[config.mk]
export PLATFORM = sky130hd
export DESIGN_NAME = tbd_diag
export DESIGN_NICKNAME = d
export VERILOG_FILES = /design/src/tbd_pkg.sv /design/src/tbd_diag.sv
export SDC_FILE = /design/constraint.sdc
export NUM_CORES = 1
export LEC_CHECK = 0
export BUFFER_PORTS_ARGS = -buffer_cell sky130_fd_sc_hd__buf_2
export CORE_MARGIN = 1.5
export CORE_UTILIZATION = 59
export DETAILED_ROUTE_END_ITERATION = 6
export PLACE_DENSITY = 0.94
export SYNTH_ARGS = -nofsm -noshare
export SYNTH_HDL_FRONTEND = slang
export SYNTH_SLANG_ARGS = --single-unit
[constraint.sdc]
create_clock -name clk_i -period 6.55 [get_ports clk_i]
set_input_delay 0.3275 -clock clk_i [delete_from_list [all_inputs] [get_ports clk_i]]
set_output_delay 0.3275 -clock clk_i [all_outputs]
set_load 0.01 [all_outputs]
[src/tbd_pkg.sv]
// Package for the terminal bus diagnostic lamp and status block
package tbd_pkg;
   // Clock and flash timing
   localparam int unsigned CLK_HZ          = 10_000_000;
   localparam int unsigned FAST_HALF_MS    = 50;
   localparam int unsigned SLOW_HALF_MS    = 250;
   localparam int unsigned PAUSE_MS        = 1000;
   localparam int unsigned FAST_HALF_CYC   = (CLK_HZ / 1000) * FAST_HALF_MS;
   localparam int unsigned SLOW_HALF_CYC   = (CLK_HZ / 1000) * SLOW_HALF_MS;
   localparam int unsigned PAUSE_CYC       = (CLK_HZ / 1000) * PAUSE_MS;
   localparam int unsigned START_FLASHES   = 8;
   localparam int unsigned ACT_HOLD_MS     = 100;
   localparam int unsigned ACT_HOLD_CYC    = (CLK_HZ / 1000) * ACT_HOLD_MS;

   // Register map
   localparam logic [3:0]  ADDR_STATE      = 4'h0;
   localparam logic [3:0]  ADDR_CTRL       = 4'h4;
   localparam logic [3:0]  ADDR_CODE       = 4'h8;
   localparam logic [15:0] STATE_RESET     = 16'h0100;
   localparam int unsigned CTRL_RESET_BIT  = 0;

   // Status word bit positions
   localparam int unsigned ST_BUS_ERR      = 0;
   localparam int unsigned ST_CFG_CHG      = 1;
   localparam int unsigned ST_LEN_ERR      = 2;
   localparam int unsigned ST_NO_INPUTS    = 8;
   localparam int unsigned ST_IN_PEND      = 9;
   localparam int unsigned ST_OUT_PEND     = 10;
   localparam int unsigned ST_WDOG         = 11;
   localparam int unsigned ST_ACYCLIC      = 15;

   // Error codes
   localparam logic [3:0]  CODE_CMD        = 4'h3;
   localparam logic [3:0]  CODE_DATA       = 4'h4;
   localparam logic [3:0]  CODE_REG        = 4'h5;
   localparam logic [3:0]  CODE_INT        = 4'h6;
   localparam logic [3:0]  CODE_LEN        = 4'h7;
   localparam logic [7:0]  ARG_INT_DATA    = 8'h01;
   localparam logic [7:0]  ARG_INT_DATA2   = 8'h08;

   typedef enum logic [2:0] {
      TBD_IDLE  = 3'b000,
      TBD_START = 3'b001,
      TBD_CODE  = 3'b010,
      TBD_PAUSE = 3'b011,
      TBD_ARG   = 3'b100,
      TBD_GAP   = 3'b101,
      TBD_EMC   = 3'b110
   } tbd_state_e;
endpackage
[src/tbd_diag.sv]
// Terminal bus diagnostic lamps, fault flash code and status word
//
// Contract
// - Fault lamp dark without terminal error, flashes when one is detected.
// - Sequence: fast start burst, code pulses, dark pause, argument pulses.
// - Exactly two flash rates: fast for start, slow for counted pulses.
// - Argument pulse count equals position of last terminal before fault.
// - Passive terminals such as power feeds are skipped in that count.
// - Suspected interference gives continuous flashing instead of a code.
// - Bus command error shows code 3, argument 0.
// - Bus data error shows code 4, argument is break position.
// - Register communication failure with terminal n shows code 5, argument n.
// - Code 6: argument 0 init failure, 1 or 8 internal data error.
// - Process data length mismatch shows code 7, argument 0.
// - Some faults stay latched until power cycle of supply unit.
// - Green run lamp lit only when terminal bus and fieldbus both run.
// - Status word zero only when bus synchronous and error free.
// - Status bits 0 bus error, 1 config change, 2 length mismatch.
// - Status bits 8 no inputs, 9 input pending, 10 output pending.
// - Status bit 11 watchdog, bit 15 acyclic function active.
// - Device reset request clears latched bus error and restarts bus.
// - Link lamp off unconnected, on when idle, flashing with traffic.
//
// The implementer's own choices: the register addresses and the Wishbone interface to the registers.
module tbd_diag
   import tbd_pkg::*;
#(
   // Flash and activity timing in clock cycles
   parameter int unsigned FAST_CYC = FAST_HALF_CYC,
   parameter int unsigned SLOW_CYC = SLOW_HALF_CYC,
   parameter int unsigned DARK_CYC = PAUSE_CYC,
   parameter int unsigned HOLD_CYC = ACT_HOLD_CYC
)
(
   // Clock and reset
   input  wire logic        clk_i,
   input  wire logic        rst_i,
   input  wire logic        por_i,
   // Wishbone slave
   input  wire logic        wb_cyc_i,
   input  wire logic        wb_stb_i,
   input  wire logic        wb_we_i,
   input  wire logic [3:0]  wb_adr_i,
   input  wire logic [3:0]  wb_sel_i,
   input  wire logic [31:0] wb_dat_i,
   output logic      [31:0] wb_dat_o,
   output logic             wb_ack_o,
   // Terminal chain fault events, one-cycle pulses
   input  wire logic        ev_cmd_err_i,
   input  wire logic        ev_data_err_i,
   input  wire logic        ev_reg_err_i,
   input  wire logic        ev_init_err_i,
   input  wire logic        ev_int_err_i,
   input  wire logic        ev_int_alt_i,
   input  wire logic        ev_len_err_i,
   input  wire logic        ev_emc_i,
   input  wire logic [7:0]  fault_pos_i,
   input  wire logic [7:0]  passive_cnt_i,
   // Bus condition levels
   input  wire logic        cfg_changed_i,
   input  wire logic        inputs_valid_i,
   input  wire logic        in_pending_i,
   input  wire logic        out_pending_i,
   input  wire logic        wdog_i,
   input  wire logic        acyclic_i,
   input  wire logic        async_cycle_i,
   input  wire logic        fieldbus_run_i,
   // Expansion bus link pins
   input  wire logic        xbus_link_i,
   input  wire logic        xbus_act_i,
   // Lamps and bus restart
   output logic             run_led_o,
   output logic             err_led_o,
   output logic             link_led_o,
   output logic             bus_restart_o
);
   localparam logic [23:0] FAST_CNT  = 24'(FAST_CYC - 1);
   localparam logic [23:0] SLOW_CNT  = 24'(SLOW_CYC - 1);
   localparam logic [23:0] PAUSE_CNT = 24'(DARK_CYC - 1);
   localparam logic [23:0] ACT_CNT   = 24'(HOLD_CYC - 1);

   // Latched fault
   logic             err_q;
   logic             emc_q;
   logic             sticky_q;
   logic [3:0]       code_q;
   logic [7:0]       arg_q;
   logic             cfg_q;
   logic             reset_req;
   logic             new_err;
   logic [3:0]       new_code;
   logic [7:0]       new_arg;
   logic [7:0]       pos_active;

   // Wishbone
   logic             wb_req;
   assign wb_req = wb_cyc_i && wb_stb_i && !wb_ack_o;
   // Write lands on the edge where the master sees ack
   assign reset_req = wb_cyc_i && wb_stb_i && wb_ack_o && wb_we_i && (wb_adr_i == ADDR_CTRL) && wb_sel_i[0]
                      && wb_dat_i[CTRL_RESET_BIT];

   // Position of active terminal ahead of fault, passives excluded
   assign pos_active = (fault_pos_i > passive_cnt_i) ? fault_pos_i - passive_cnt_i : 8'h00;

   always_comb
   begin
      new_err  = 1'b1;
      new_code = 4'h0;
      new_arg  = 8'h00;
      if (ev_cmd_err_i)
      begin
         new_code = CODE_CMD;
      end
      else if (ev_data_err_i)
      begin
         new_code = CODE_DATA;
         new_arg  = pos_active;
      end
      else if (ev_reg_err_i)
      begin
         new_code = CODE_REG;
         new_arg  = pos_active;
      end
      else if (ev_init_err_i)
      begin
         new_code = CODE_INT;
      end
      else if (ev_int_err_i || ev_int_alt_i)
      begin
         new_code = CODE_INT;
         new_arg  = ev_int_alt_i ? ARG_INT_DATA2 : ARG_INT_DATA;
      end
      else if (ev_len_err_i)
      begin
         new_code = CODE_LEN;
      end
      else
      begin
         new_err = 1'b0;
      end
   end

   // First fault is kept; set wins over reset request
   always_ff @(posedge clk_i)
   begin
      if (rst_i)
      begin
         err_q    <= 1'b0;
         code_q   <= 4'h0;
         arg_q    <= 8'h00;
         sticky_q <= 1'b0;
      end
      else if (new_err && !err_q)
      begin
         err_q    <= 1'b1;
         code_q   <= new_code;
         arg_q    <= new_arg;
         sticky_q <= (new_code == CODE_INT);
      end
      else if (reset_req && !sticky_q && !new_err)
      begin
         err_q <= 1'b0;
      end
      else if (por_i)
      begin
         err_q    <= 1'b0;
         sticky_q <= 1'b0;
      end
   end

   // Interference only ends at power cycle
   always_ff @(posedge clk_i)
   begin
      if (rst_i)
         emc_q <= 1'b0;
      else if (ev_emc_i)
         emc_q <= 1'b1;
      else if (por_i)
         emc_q <= 1'b0;
   end

   always_ff @(posedge clk_i)
   begin
      if (rst_i)
         cfg_q <= 1'b0;
      else if (cfg_changed_i)
         cfg_q <= 1'b1;
      else if (reset_req)
         cfg_q <= 1'b0;
   end

   always_ff @(posedge clk_i)
   begin
      if (rst_i)
         bus_restart_o <= 1'b0;
      else
         bus_restart_o <= reset_req;
   end

   // Status word
   logic [15:0] state_word;
   always_comb
   begin
      state_word               = 16'h0000;
      state_word[ST_BUS_ERR]   = err_q || async_cycle_i;
      state_word[ST_CFG_CHG]   = cfg_q;
      state_word[ST_LEN_ERR]   = err_q && (code_q == CODE_LEN);
      state_word[ST_NO_INPUTS] = !inputs_valid_i;
      state_word[ST_IN_PEND]   = in_pending_i;
      state_word[ST_OUT_PEND]  = out_pending_i;
      state_word[ST_WDOG]      = wdog_i;
      state_word[ST_ACYCLIC]   = acyclic_i;
   end

   always_ff @(posedge clk_i)
   begin
      if (rst_i)
      begin
         wb_ack_o <= 1'b0;
         wb_dat_o <= 32'h0000_0000;
      end
      else
      begin
         wb_ack_o <= wb_req;
         if (wb_req && !wb_we_i)
         begin
            case (wb_adr_i)
               ADDR_STATE: wb_dat_o <= {16'h0000, state_word};
               ADDR_CODE:  wb_dat_o <= {16'h0000, emc_q, sticky_q, err_q, 1'b0, code_q, arg_q};
               default:    wb_dat_o <= 32'h0000_0000;
            endcase
         end
      end
   end

   // Run lamp
   always_ff @(posedge clk_i)
   begin
      if (rst_i)
         run_led_o <= 1'b0;
      else
         run_led_o <= (state_word == 16'h0000) && fieldbus_run_i && !emc_q;
   end

   // Fault flash sequencer
   tbd_state_e  st_q;
   logic [23:0] tmr_q;
   logic [7:0]  cnt_q;
   logic        lamp_q;
   logic        tick;
   assign tick = (tmr_q == 24'h000000);

   always_ff @(posedge clk_i)
   begin
      if (rst_i)
      begin
         st_q   <= TBD_IDLE;
         tmr_q  <= 24'h000000;
         cnt_q  <= 8'h00;
         lamp_q <= 1'b0;
      end
      else if (emc_q && st_q != TBD_EMC)
      begin
         st_q   <= TBD_EMC;
         tmr_q  <= FAST_CNT;
         lamp_q <= 1'b1;
      end
      else if (!err_q && !emc_q)
      begin
         // Fault gone: stop mid-sequence so the lamp goes dark at once
         st_q   <= TBD_IDLE;
         tmr_q  <= 24'h000000;
         lamp_q <= 1'b0;
      end
      else if (!tick)
      begin
         tmr_q <= tmr_q - 24'h000001;
      end
      else
      begin
         case (st_q)
            TBD_IDLE:
            begin
               lamp_q <= 1'b0;
               if (err_q)
               begin
                  st_q   <= TBD_START;
                  cnt_q  <= 8'(2 * START_FLASHES - 1);
                  tmr_q  <= FAST_CNT;
                  lamp_q <= 1'b1;
               end
            end
            TBD_START:
            begin
               tmr_q <= FAST_CNT;
               if (cnt_q == 8'h00)
               begin
                  st_q   <= TBD_CODE;
                  cnt_q  <= {code_q, 1'b0} - 8'h01;
                  lamp_q <= 1'b1;
                  tmr_q  <= SLOW_CNT;
               end
               else
               begin
                  cnt_q  <= cnt_q - 8'h01;
                  lamp_q <= !lamp_q;
               end
            end
            TBD_CODE, TBD_ARG:
            begin
               tmr_q <= SLOW_CNT;
               if (cnt_q == 8'h00)
               begin
                  lamp_q <= 1'b0;
                  st_q   <= (st_q == TBD_CODE) ? TBD_PAUSE : TBD_GAP;
                  tmr_q  <= PAUSE_CNT;
               end
               else
               begin
                  cnt_q  <= cnt_q - 8'h01;
                  lamp_q <= !lamp_q;
               end
            end
            TBD_PAUSE:
            begin
               if (arg_q == 8'h00)
               begin
                  st_q <= TBD_GAP;
                  tmr_q <= PAUSE_CNT;
               end
               else
               begin
                  st_q   <= TBD_ARG;
                  cnt_q  <= 8'({arg_q, 1'b0} - 9'h001);
                  lamp_q <= 1'b1;
                  tmr_q  <= SLOW_CNT;
               end
            end
            TBD_GAP:
            begin
               st_q <= TBD_IDLE;
            end
            TBD_EMC:
            begin
               tmr_q  <= FAST_CNT;
               lamp_q <= !lamp_q;
               if (!emc_q)
                  st_q <= TBD_IDLE;
            end
            default:
            begin
               st_q <= TBD_IDLE;
            end
         endcase
      end
   end
   assign err_led_o = lamp_q;

   // Expansion bus link lamp
   logic [1:0]  link_sy_q;
   logic [1:0]  act_sy_q;
   logic [23:0] act_tmr_q;
   logic [23:0] blink_q;
   logic        blink_ph_q;
   always_ff @(posedge clk_i)
   begin
      if (rst_i)
      begin
         link_sy_q  <= 2'b00;
         act_sy_q   <= 2'b00;
         act_tmr_q  <= 24'h000000;
         blink_q    <= 24'h000000;
         blink_ph_q <= 1'b0;
         link_led_o <= 1'b0;
      end
      else
      begin
         link_sy_q <= {link_sy_q[0], xbus_link_i};
         act_sy_q  <= {act_sy_q[0], xbus_act_i};
         if (act_sy_q[1])
            act_tmr_q <= ACT_CNT;
         else if (act_tmr_q != 24'h000000)
            act_tmr_q <= act_tmr_q - 24'h000001;
         if (blink_q == 24'h000000)
         begin
            blink_q    <= FAST_CNT;
            blink_ph_q <= !blink_ph_q;
         end
         else
            blink_q <= blink_q - 24'h000001;
         if (!link_sy_q[1])
            link_led_o <= 1'b0;
         else if (act_tmr_q != 24'h000000)
            link_led_o <= blink_ph_q;
         else
            link_led_o <= 1'b1;
      end
   end

   // Checks
   property p_dark_idle;
      @(posedge clk_i) disable iff (rst_i) (st_q == TBD_IDLE && !err_q && !emc_q) |=> !err_led_o;
   endproperty
   a_dark_idle: assert property (p_dark_idle) else $error("fault lamp lit without error");

   property p_start_order;
      @(posedge clk_i) disable iff (rst_i) (st_q == TBD_START && $changed(st_q)) |-> $past(st_q) == TBD_IDLE;
   endproperty
   a_start_order: assert property (p_start_order) else $error("start burst out of order");

   property p_code_after_start;
      @(posedge clk_i) disable iff (rst_i) (st_q == TBD_CODE && $changed(st_q)) |-> $past(st_q) == TBD_START;
   endproperty
   a_code_after_start: assert property (p_code_after_start) else $error("code not after start");

   property p_cmd_code;
      @(posedge clk_i) disable iff (rst_i) (ev_cmd_err_i && !err_q) |=> (code_q == CODE_CMD && arg_q == 8'h00);
   endproperty
   a_cmd_code: assert property (p_cmd_code) else $error("command error code wrong");

   property p_len_code;
      @(posedge clk_i) disable iff (rst_i)
         (ev_len_err_i && !err_q && !ev_cmd_err_i && !ev_data_err_i && !ev_reg_err_i && !ev_init_err_i
          && !ev_int_err_i && !ev_int_alt_i) |=> (code_q == CODE_LEN && state_word[ST_LEN_ERR]);
   endproperty
   a_len_code: assert property (p_len_code) else $error("length error code wrong");

   property p_run_lamp;
      @(posedge clk_i) disable iff (rst_i) run_led_o |-> $past(fieldbus_run_i) && !$past(err_q);
   endproperty
   a_run_lamp: assert property (p_run_lamp) else $error("run lamp lit during fault");

   property p_reserved;
      @(posedge clk_i) disable iff (rst_i) (state_word[7:3] == 5'h00) && (state_word[14:12] == 3'h0);
   endproperty
   a_reserved: assert property (p_reserved) else $error("reserved status bits set");

   property p_reset_clear;
      @(posedge clk_i) disable iff (rst_i) (reset_req && err_q && !sticky_q && !new_err) |=> !err_q ##0 bus_restart_o;
   endproperty
   a_reset_clear: assert property (p_reset_clear) else $error("reset request did not clear");

   property p_link_off;
      @(posedge clk_i) disable iff (rst_i) !link_sy_q[1] |=> !link_led_o;
   endproperty
   a_link_off: assert property (p_link_off) else $error("link lamp lit unconnected");

   property p_sticky;
      @(posedge clk_i) disable iff (rst_i) (sticky_q && err_q && !por_i) |=> err_q;
   endproperty
   a_sticky: assert property (p_sticky) else $error("latched fault cleared");

   c_code_seq: cover property (@(posedge clk_i) disable iff (rst_i) st_q == TBD_PAUSE ##1 st_q == TBD_ARG);
   c_emc:      cover property (@(posedge clk_i) disable iff (rst_i) st_q == TBD_EMC);
   c_reset:    cover property (@(posedge clk_i) disable iff (rst_i) err_q ##1 !err_q);
endmodule // tbd_diag

==> Word-level counts from Yosys, hierarchy flattened <==
Cells that the tools add are included.
{ "word_totals": {"input_bits": 80, "elab_cells": 179, "register_bits": 141, "out_inout_bits": 37} }
{ "op_classes": {"order_cmp": 1, "addsub": 7, "n_reduce_logical": 55, "muxes": 63, "n_eq_ne": 26, "bitwise": 3} }
{ "op_table": {"columns": ["operator", "n"], "rows": [
  ["$pmux W24 S5", 1],
  ["$mux W24", 4],
  ["$sub A24 B1 Y24 const B", 3],
  ["$mux W8", 8],
  ["$mux W19", 3],
  ["$logic_not A24 Y1", 2],
  ["$mux W3", 14],
  ["$mux W20", 2],
  ["$pmux W16 S2", 1],
  ["$pmux W8 S4", 1],
  ["$reduce_bool A24 Y1", 1],
  ["$mux W1", 23],
  ["$mux W22", 1],
  ["$ne A4 B4 Y1 const B", 5],
  ["$logic_and A1 B1 Y1", 16],
  ["$logic_not A16 Y1", 1],
  ["$logic_not A8 Y1", 2],
  ["$sub A8 B1 Y8 const B", 2],
  ["$pmux W3 S5", 1],
  ["$ne A2 B2 Y1 const B", 7],
  ["$eq A4 B3 Y1 const B", 3],
  ["$mux W4", 3],
  ["$reduce_and A5 Y1", 2],
  ["$logic_not A1 Y1", 9],
  ["other kinds (25)", 40]
]} }

==> Logic depth before layout (Yosys ltp) <==
Gate-level depths: netlist (run 1).
{ "depth": {"word_depth": 10, "mapped_depth": 11, "depth_no_buf": 10} }

==> Worst setup path before layout (run 1) <==
Ideal clock, no wire load.
{ "synth_path": {"path_kind": "register to register", "startpoint": "register tmr_q[15]", "endpoint": "register cnt_q[4]", "path_slack_ns": 3.778, "arrival_ns": 2.640, "path_buffers": 2, "path_stages_with_launch": 9, "t_required_ns": 6.418, "period_less_slack_ns": 2.772, "setup_time_ns": 0.132, "cell_sequence": "dfxtp_1 > or4_1 > or3_1 > or3_1 > buf_6 > or4_4 > buf_6 > nor4_2 > nor3_1"} }
{ "synth_via": {"elab_chain_len": 2} }
{ "synth_rtl": {"columns": ["element", "line", "text"], "rows": [
  ["start: declaration", "tbd_diag.sv:247", "logic [23:0] tmr_q;"],
  ["start signal: assignment", "tbd_diag.sv:277", "tmr_q <= tmr_q - 24'h000001;"],
  ["$logic_not A24 Y1", "tbd_diag.sv:251", "assign tick = (tmr_q == 24'h000000);"],
  ["$reduce_and A7 Y1 (no line)", null, null],
  ["end signal: assignment", "tbd_diag.sv:288", "cnt_q <= 8'(2 * START_FLASHES - 1);"],
  ["end signal: assignment", "tbd_diag.sv:299", "cnt_q <= {code_q, 1'b0} - 8'h01;"],
  ["end signal: assignment", "tbd_diag.sv:305", "cnt_q <= cnt_q - 8'h01;"],
  ["end: declaration", "tbd_diag.sv:248", "logic [7:0] cnt_q;"]
]} }
No other way between the ends.
A chain may end at the register's enable or synchronous reset.

==> Worst setup path in the final report (run 1) <==
{ "layout_path": {"startpoint": "register tmr_q[15]", "endpoint": "register cnt_q[7]"} }
Same word-level chain as after synthesis.

==> metrics.csv, run 1 <==
stage,metric,value,unit
placement,io_buffers,65,
synthesis,yosysTopAreaCellShare,0.3752,
worst_setup_path,start_kind,flop,
sta,whs,0.004675,ns
sta,fin_setup_tns,0,ns
synthesis,async_flop_share,0,
clocking,post_cts_buffers,0,
clocking,hold_buffers,0,
worst_setup_path,critPathMaxFanout,11,
synthesis,syn_area_per_cell,8.152,um^2
grt,antenna_found_initial,0,
synthesis,synthFlopType,dfxtp_1,
worst_setup_path,endpoint_kind,flop,
clocking,worstSkewPairLatency,0.53,ns
finish,final_util,0.6904,
clocking,cts_buffers,17,
grt,grt_max_degree,81,
detailed_routing,wl,15900,um
synthesis,yosysSeqAreaShare,0.3752,
synthesis,synthCells,805,
detailed_routing,via_per_inst,6.101,
synthesis,synth_most_common_cell,dfxtp_1,
finish,syn_to_final_growth,14.05,%
floorplanning,ioPinCount,117,
floorplanning,rows,38,
clocking,cts_tree,yes,
clocking,htreeDepth,4,
floorplanning,dieArea,0.01176,mm^2
clocking,path_clk_slew,0.06,ns
grt,grt_usage,0.2718,
detailed_routing,drc,0,
synthesis,yosys.area.top_type,dfxtp_1,
sta,max_freq,292.3,MHz
power,p_leak,2.988,nW
finish,diodes,0,
detailed_routing,drt-initial-drc-count,825,
floorplanning,die_x,108.5,um
synthesis,ys_seq_elements,123,
synthesis,synth_area,0.006563,mm^2
sta,grt_setup_unrepaired,no,
synthesis,synth-edff-count,0,
sta,finalSetupViolCount,0,
power,ir_drop,0.3471,mV
detailed_routing,postRouteAntennaNets,0,
floorplanning,start_util,0.6054,
synthesis,ys_top_cells_by_area,"dfxtp_1, nor2_1, a21oi_1",
sta,slew_viol_final,0,
sta,worst_pin_slew,1.318,ns
detailed_routing,drtPass1Iterations,6,
floorplanning,dieHeight,108.5,um
status,outcome,completed,
finish,drive_gt1_frac,0.1438,
floorplanning,core,0.01084,mm^2
grt,grt_pass1_vias,5728,
placement,gp_congestion,0.9613,
sta,finalCritPeriodShare,0.5223,
sta,fin_skew,0.01536,ns
synthesis,synth_common_cells,"dfxtp_1, nor2_1, a21oi_1",
placement,dp.final_hpwl,10130,um
clocking,cts_resized,0,
power,power.density,422.2,mW/mm^2
clocking,root_buffer,clkbuf_8,
clocking,clock_path_buffers,2,
worst_setup_path,required,6.93,ns
sta,relSlewSlack,0.1189,
flow_run,drv_cap,0,
grt,grt_overflow,0,
worst_setup_path,critPathKind,flop to flop,
synthesis,ys_types,70,
grt,grt_pass1_wl,25790,um
finish,fin_nets,956,
synthesis,synth_warnings,0,
detailed_routing,avgRoutedWirePerCell,15.76,um
worst_setup_path,critPathArrivalTime,3.80,ns
sta,finalHoldViolCount,0,
clocking,clock-sinks,123,
min_path,hold_class,input pin to flop,
detailed_routing,num_vias,6156,
sta,min_period,3.421,ns
[through the flow]
stage	total power [W]	setup WS (ns)	cell area, um^2	cells
floorplan	0.001949	3.778	6623	821
global placement	0.002097	3.267	6873	977
detailed placement	0.002148	3.255	6873	977
CTS	0.003146	3.188	7485	1009
global route	0.003339	2.865	7485	1009
finish	0.003160	3.129	7485	1009
[kinds of logic (layout without fill, tap and decap cells)]
kind of cell / Yosys count / count (layout) / share of synthesized area
buffers and inverters: 82 / 130 / 0.05910
DFF: 123 / 123 / 0.3752
xor gates and xnor gates: 59 / 59 / 0.07874
AOI/OAI and AO/OA: 171 / 171 / 0.1706
other: 1 / 17 / 0.0005714
and+or+nand+nor: 342 / 342 / 0.2656
muxes: 7 / 7 / 0.01087
adders and majority gates: 20 / 20 / 0.03928
[final timing paths]
path / depth (start not counted) / endpoint / from / slack [ns]
worst max-delay path: 6 / cnt_q[7] / tmr_q[15] / 3.13
worst min-delay path: 3 / emc_q / ev_emc_i / 0.005
worst max register to register: 6 / cnt_q[7] / tmr_q[15] / 3.13
worst min register to register: 1 / act_sy_q[1] / act_sy_q[0] / 0.44
[registers in the layout (all words and copies together), names as in the netlist]
signal	flops
wb_ack_o	1
blink_q	24
tmr_q	24
sticky_q	1
run_led_o	1
cnt_q	8
link_sy_q	2
emc_q	1
code_q	3
err_q	1
bus_restart_o	1
arg_q	8
cfg_q	1
act_tmr_q	24
err_led_o	1
blink_ph_q	1
link_led_o	1
act_sy_q	2
st_q	3
wb_dat_o	15
[metal layers]
metal,GRT usage,share of wire,vias up
met5,0,0,-
met4,0.1147,0.025,0
met3,0.05063,0.060,47
met2,0.4780,0.50,282
met1,0.3227,0.42,2872
li1,-,-,2955
[layout make-up]
| class | count | area, um^2 |
|---|---|---|
| multi-input cells | 616 | 3779 |
| fillers | 806 | 3356 |
| well taps | 140 | 175.2 |
| flip-flops and latches | 123 | 2462 |
| repair buffers | 67 | 340.3 |
| inverters | 31 | 116.4 |
| clock buffers | 18 | 427.9 |
| clock inverters | 14 | 183.9 |
[critical path, stage by stage (launching register included)]
cell and delay [ns]:
dfxtp_1 0.37, or4_1 0.58, or3_1 0.51, or3_1 0.61
nor4_1 0.86, and4_1 0.29, nor3_1 0.05
[power by group]
part	internal, W	switching, W	leakage [nW]
combinational	0.000468	0.000670	1.69
sequential	0.000901	0.000152	1.00
clock	0.000598	0.000371	0.293
[layout by cell type (no fill, tap or decap), drive strengths merged, types with 18 or more instances in the layout]
master / n
dfxtp: 123
nor2: 119
nor3: 44
clkbuf: 18
xor2: 26
a21oi: 58
nand2: 48
ha: 19
xnor2: 33
inv: 35
nor4: 22
o21ai: 25
buf: 67
No activity file was read; power rests on OpenSTA's default activity.
==> run 2: changes to the inputs <==
ABC_AREA = 1   (was not set)
CORE_UTILIZATION = 52   (was 59)
PLACE_DENSITY = 0.87   (was 0.94)
clock period = 2.8 ns   (was 6.55 ns; I/O delays follow)
==> run 2 against run 1 <==
  * Non-clock buffer count grew 9
  * Cell count rose by 36%
  * Maximum frequency up 70%
  * Sequential power up 130%
  * Global-route usage down 0.41 points
  * Critical path type unchanged
  * Highest routed layer unchanged
==> metrics.csv, run 2 <==
stage,metric,value,unit
clocking,cts_buffers,17,
flow_run,drv_cap,0,
grt,grt_pass1_wl,31750,um
worst_setup_path,timing.rr.start,wb_ack_o,
finish,mostFrequentLayoutCell,nand2_1,
synthesis,yosysSeqAreaShare,0.3355,
clocking,post_cts_buffers,0,
sta,finalCritPeriodShare,0.7170,
clocking,root_buffer,clkbuf_16,
synthesis,synth_area,0.007340,mm^2
synthesis,ys_top_cells_by_area,"dfxtp_1, nand2_1, nor2_1",
worst_setup_path,worst_path_largest_cell_delay,0.67,ns
worst_setup_path,ff2ff_path_depth,5,
placement,placed_cell_area,0.007757,mm^2
detailed_routing,drtPass1Iterations,5,
detailed_routing,drt-initial-drc-count,719,
finish,final-seq-area,0.002462,mm^2
clocking,clock_path_buffers,2,
finish,diodes,0,
grt,grt_overflow,0,
detailed_routing,num_vias,7426,
finish,multi_input_area,0.004264,mm^2
worst_setup_path,crit_end,wb_dat_o[10],
detailed_routing,wl,18980,um
detailed_routing,postRouteAntennaNets,0,
synthesis,ys_types,45,
clocking,cts_resized,0,
power,power,0.008144,W
floorplanning,rows,43,
synthesis,syn_area_per_cell,6.648,um^2
worst_setup_path,path_cells,nor3_2 -> inv_1 -> nor2_1 -> nand2_1 -> a31oi_1,
power,p_leak,4.005,nW
grt,grt_usage,0.2677,
clocking,cts_tree,yes,
placement,io_buffers,65,
synthesis,synth-edff-count,0,
synthesis,synth_most_common_cell,nand2_1,
detailed_routing,avgRoutedWirePerCell,13.86,um
floorplanning,ioPinCount,117,
synthesis,ys_seq_elements,123,
worst_setup_path,cp_top_family,simple AND/OR/NAND/NOR gates,
clocking,worstSkewPairLatency,0.42,ns
grt,antenna_found_initial,0,
sta,fin_setup_tns,0,ns
sta,min_period,2.008,ns
floorplanning,start_util,0.5308,
placement,dp.final_hpwl,13680,um
sta,slew_viol_final,0,
power,ir_drop,0.5276,mV
sta,max_freq,498.1,MHz
finish,fin_nets,1276,
floorplanning,dieHeight,121.8,um
worst_setup_path,crit_path_start,wb_ack_o,
clocking,path_clk_slew,0.06,ns
sta,relSlewSlack,0.4302,
synthesis,yosys.area.top_type,dfxtp_1,
clocking,clock-sinks,123,
grt,grt_pass1_vias,6964,
worst_setup_path,required,3.14,ns
placement,gp_congestion,0.9474,
sta,fin_skew,0.005770,ns
detailed_routing,drc,0,
floorplanning,die_x,121.8,um
worst_setup_path,slowest_stage,nor2_1,
clocking,hold_buffers,7,
synthesis,async_flop_share,0,
floorplanning,core,0.01383,mm^2
clocking,htreeDepth,4,
synthesis,yosysTopAreaCellShare,0.3355,
grt,grt_max_degree,63,
detailed_routing,via_per_inst,5.424,
sta,grt_setup_unrepaired,no,
floorplanning,dieArea,0.01484,mm^2
synthesis,synth_common_cells,"nand2_1, nor2_1, dfxtp_1",
sta,finalSetupViolCount,0,
status,outcome,completed,
worst_setup_path,endpoint_kind,flop,
finish,drive_gt1_frac,0.1270,
worst_setup_path,critPathKind,flop to flop,
finish,syn_to_final_growth,14.76,%
worst_setup_path,path_depth,5,
worst_setup_path,timing.rr.end,wb_dat_o[10],
min_path,hold_class,input pin to flop,
worst_setup_path,critical_path_buf_inv_count,1,
sta,worst_pin_slew,0.8491,ns
worst_setup_path,critPathMaxFanout,16,
synthesis,synthFlopType,dfxtp_1,
finish,most-common-layout-cells,"nand2_1, nor2_1, dfxtp_1",
finish,top_regs,"act_tmr_q (24), blink_q (24), tmr_q (24)",
synthesis,synth_warnings,0,
worst_setup_path,start_kind,flop,
sta,finalHoldViolCount,0,
finish,fillers,1256,
finish,stdcell_area,0.008423,mm^2
power,power.density,966.9,mW/mm^2
synthesis,synthCells,1104,
worst_setup_path,critPathArrivalTime,2.35,ns
worst_setup_path,r2r_slack,0.79,ns
## run 2: cell count changes after synthesis, moves of 19 or more
cell and delta:
inv_1 +76, nand2_1 +205, nand3_1 +78, nor2_1 +71, nor3_1 -29, xnor2_1 -19
## run 2: layer usage
| layer | share of wire | GRT usage |
|---|---|---|
| met5 | 0 | 0 |
| met3 | 0.063 | 0.06039 |
| met4 | 0.021 | 0.09559 |
| met2 | 0.48 | 0.4505 |
| met1 | 0.44 | 0.3358 |
## run 2: power breakdown
group | internal, W | switching, W | leakage, nW
logic | 0.00122 | 0.00225 | 2.72
registers | 0.00212 | 0.000333 | 1.01
clock network | 0.00142 | 0.000809 | 0.283
total | 0.00475 | 0.00339 | 4.00
## run 2: how the worst min path moves through the flow
| stage | from | endpoint | slack [ns] | cells after the start |
|---|---|---|---|---|
| final | async_cycle_i | wb_dat_o[0] | 0.02 | 3 |
| after floorplan | xbus_act_i | act_sy_q[0] | 0.25 | 2 |
| after global placement | cfg_changed_i | cfg_q | 0.34 | 3 |
| after global routing | in_pending_i | wb_dat_o[9] | 0.03 | 3 |
| after detailed placement | xbus_act_i | act_sy_q[0] | 0.35 | 3 |
| after CTS | in_pending_i | wb_dat_o[9] | 0.01 | 3 |
## run 2: final cells by class
| class | instances | area share |
|---|---|---|
| multi-input combinational | 840 | 0.5062 |
| clock inverter | 11 | 0.01723 |
| timing repair buffer | 76 | 0.05051 |
| clock buffer | 21 | 0.05348 |
| tap | 180 | 0.02674 |
| inverter | 118 | 0.05348 |
| sequential | 123 | 0.2923 |
## run 2: cell families (layout without fill, tap and decap cells)
family          after synthesis  in the layout  share of synthesized area
compound gates              135            135                     0.1006
xor+xnor                     43             43                    0.05131
fa+ha+maj                    20             20                    0.03512
buf+inv                     157            226                    0.09171
flops                       123            123                     0.3355
other cells                   1             17                  0.0005109
simple gates                625            625                     0.3853
## run 2: worst register-to-register path: stages (launching register included)
cell and delay (ns):
dfxtp_1 0.34, nor3_2 0.29, inv_1 0.30, nor2_1 0.67
nand2_1 0.12, a31oi_1 0.21
## run 2: per-stage QoR
step / worst slack [ns] / util / hold slack [ns] / instances
6_report: 0.7923 / 0.6092 / 0.02435 / 1369
3_3_place_gp: 0.8310 / 0.5610 / 0.3440 / 1330
5_1_grt: 0.5805 / 0.6092 / 0.03147 / 1369
3_5_place_dp: 0.8267 / 0.5610 / 0.3481 / 1330
2_1_floorplan: 1.163 / - / 0.2470 / 1120
4_1_cts: 0.8217 / 0.6092 / 0.009821 / 1369
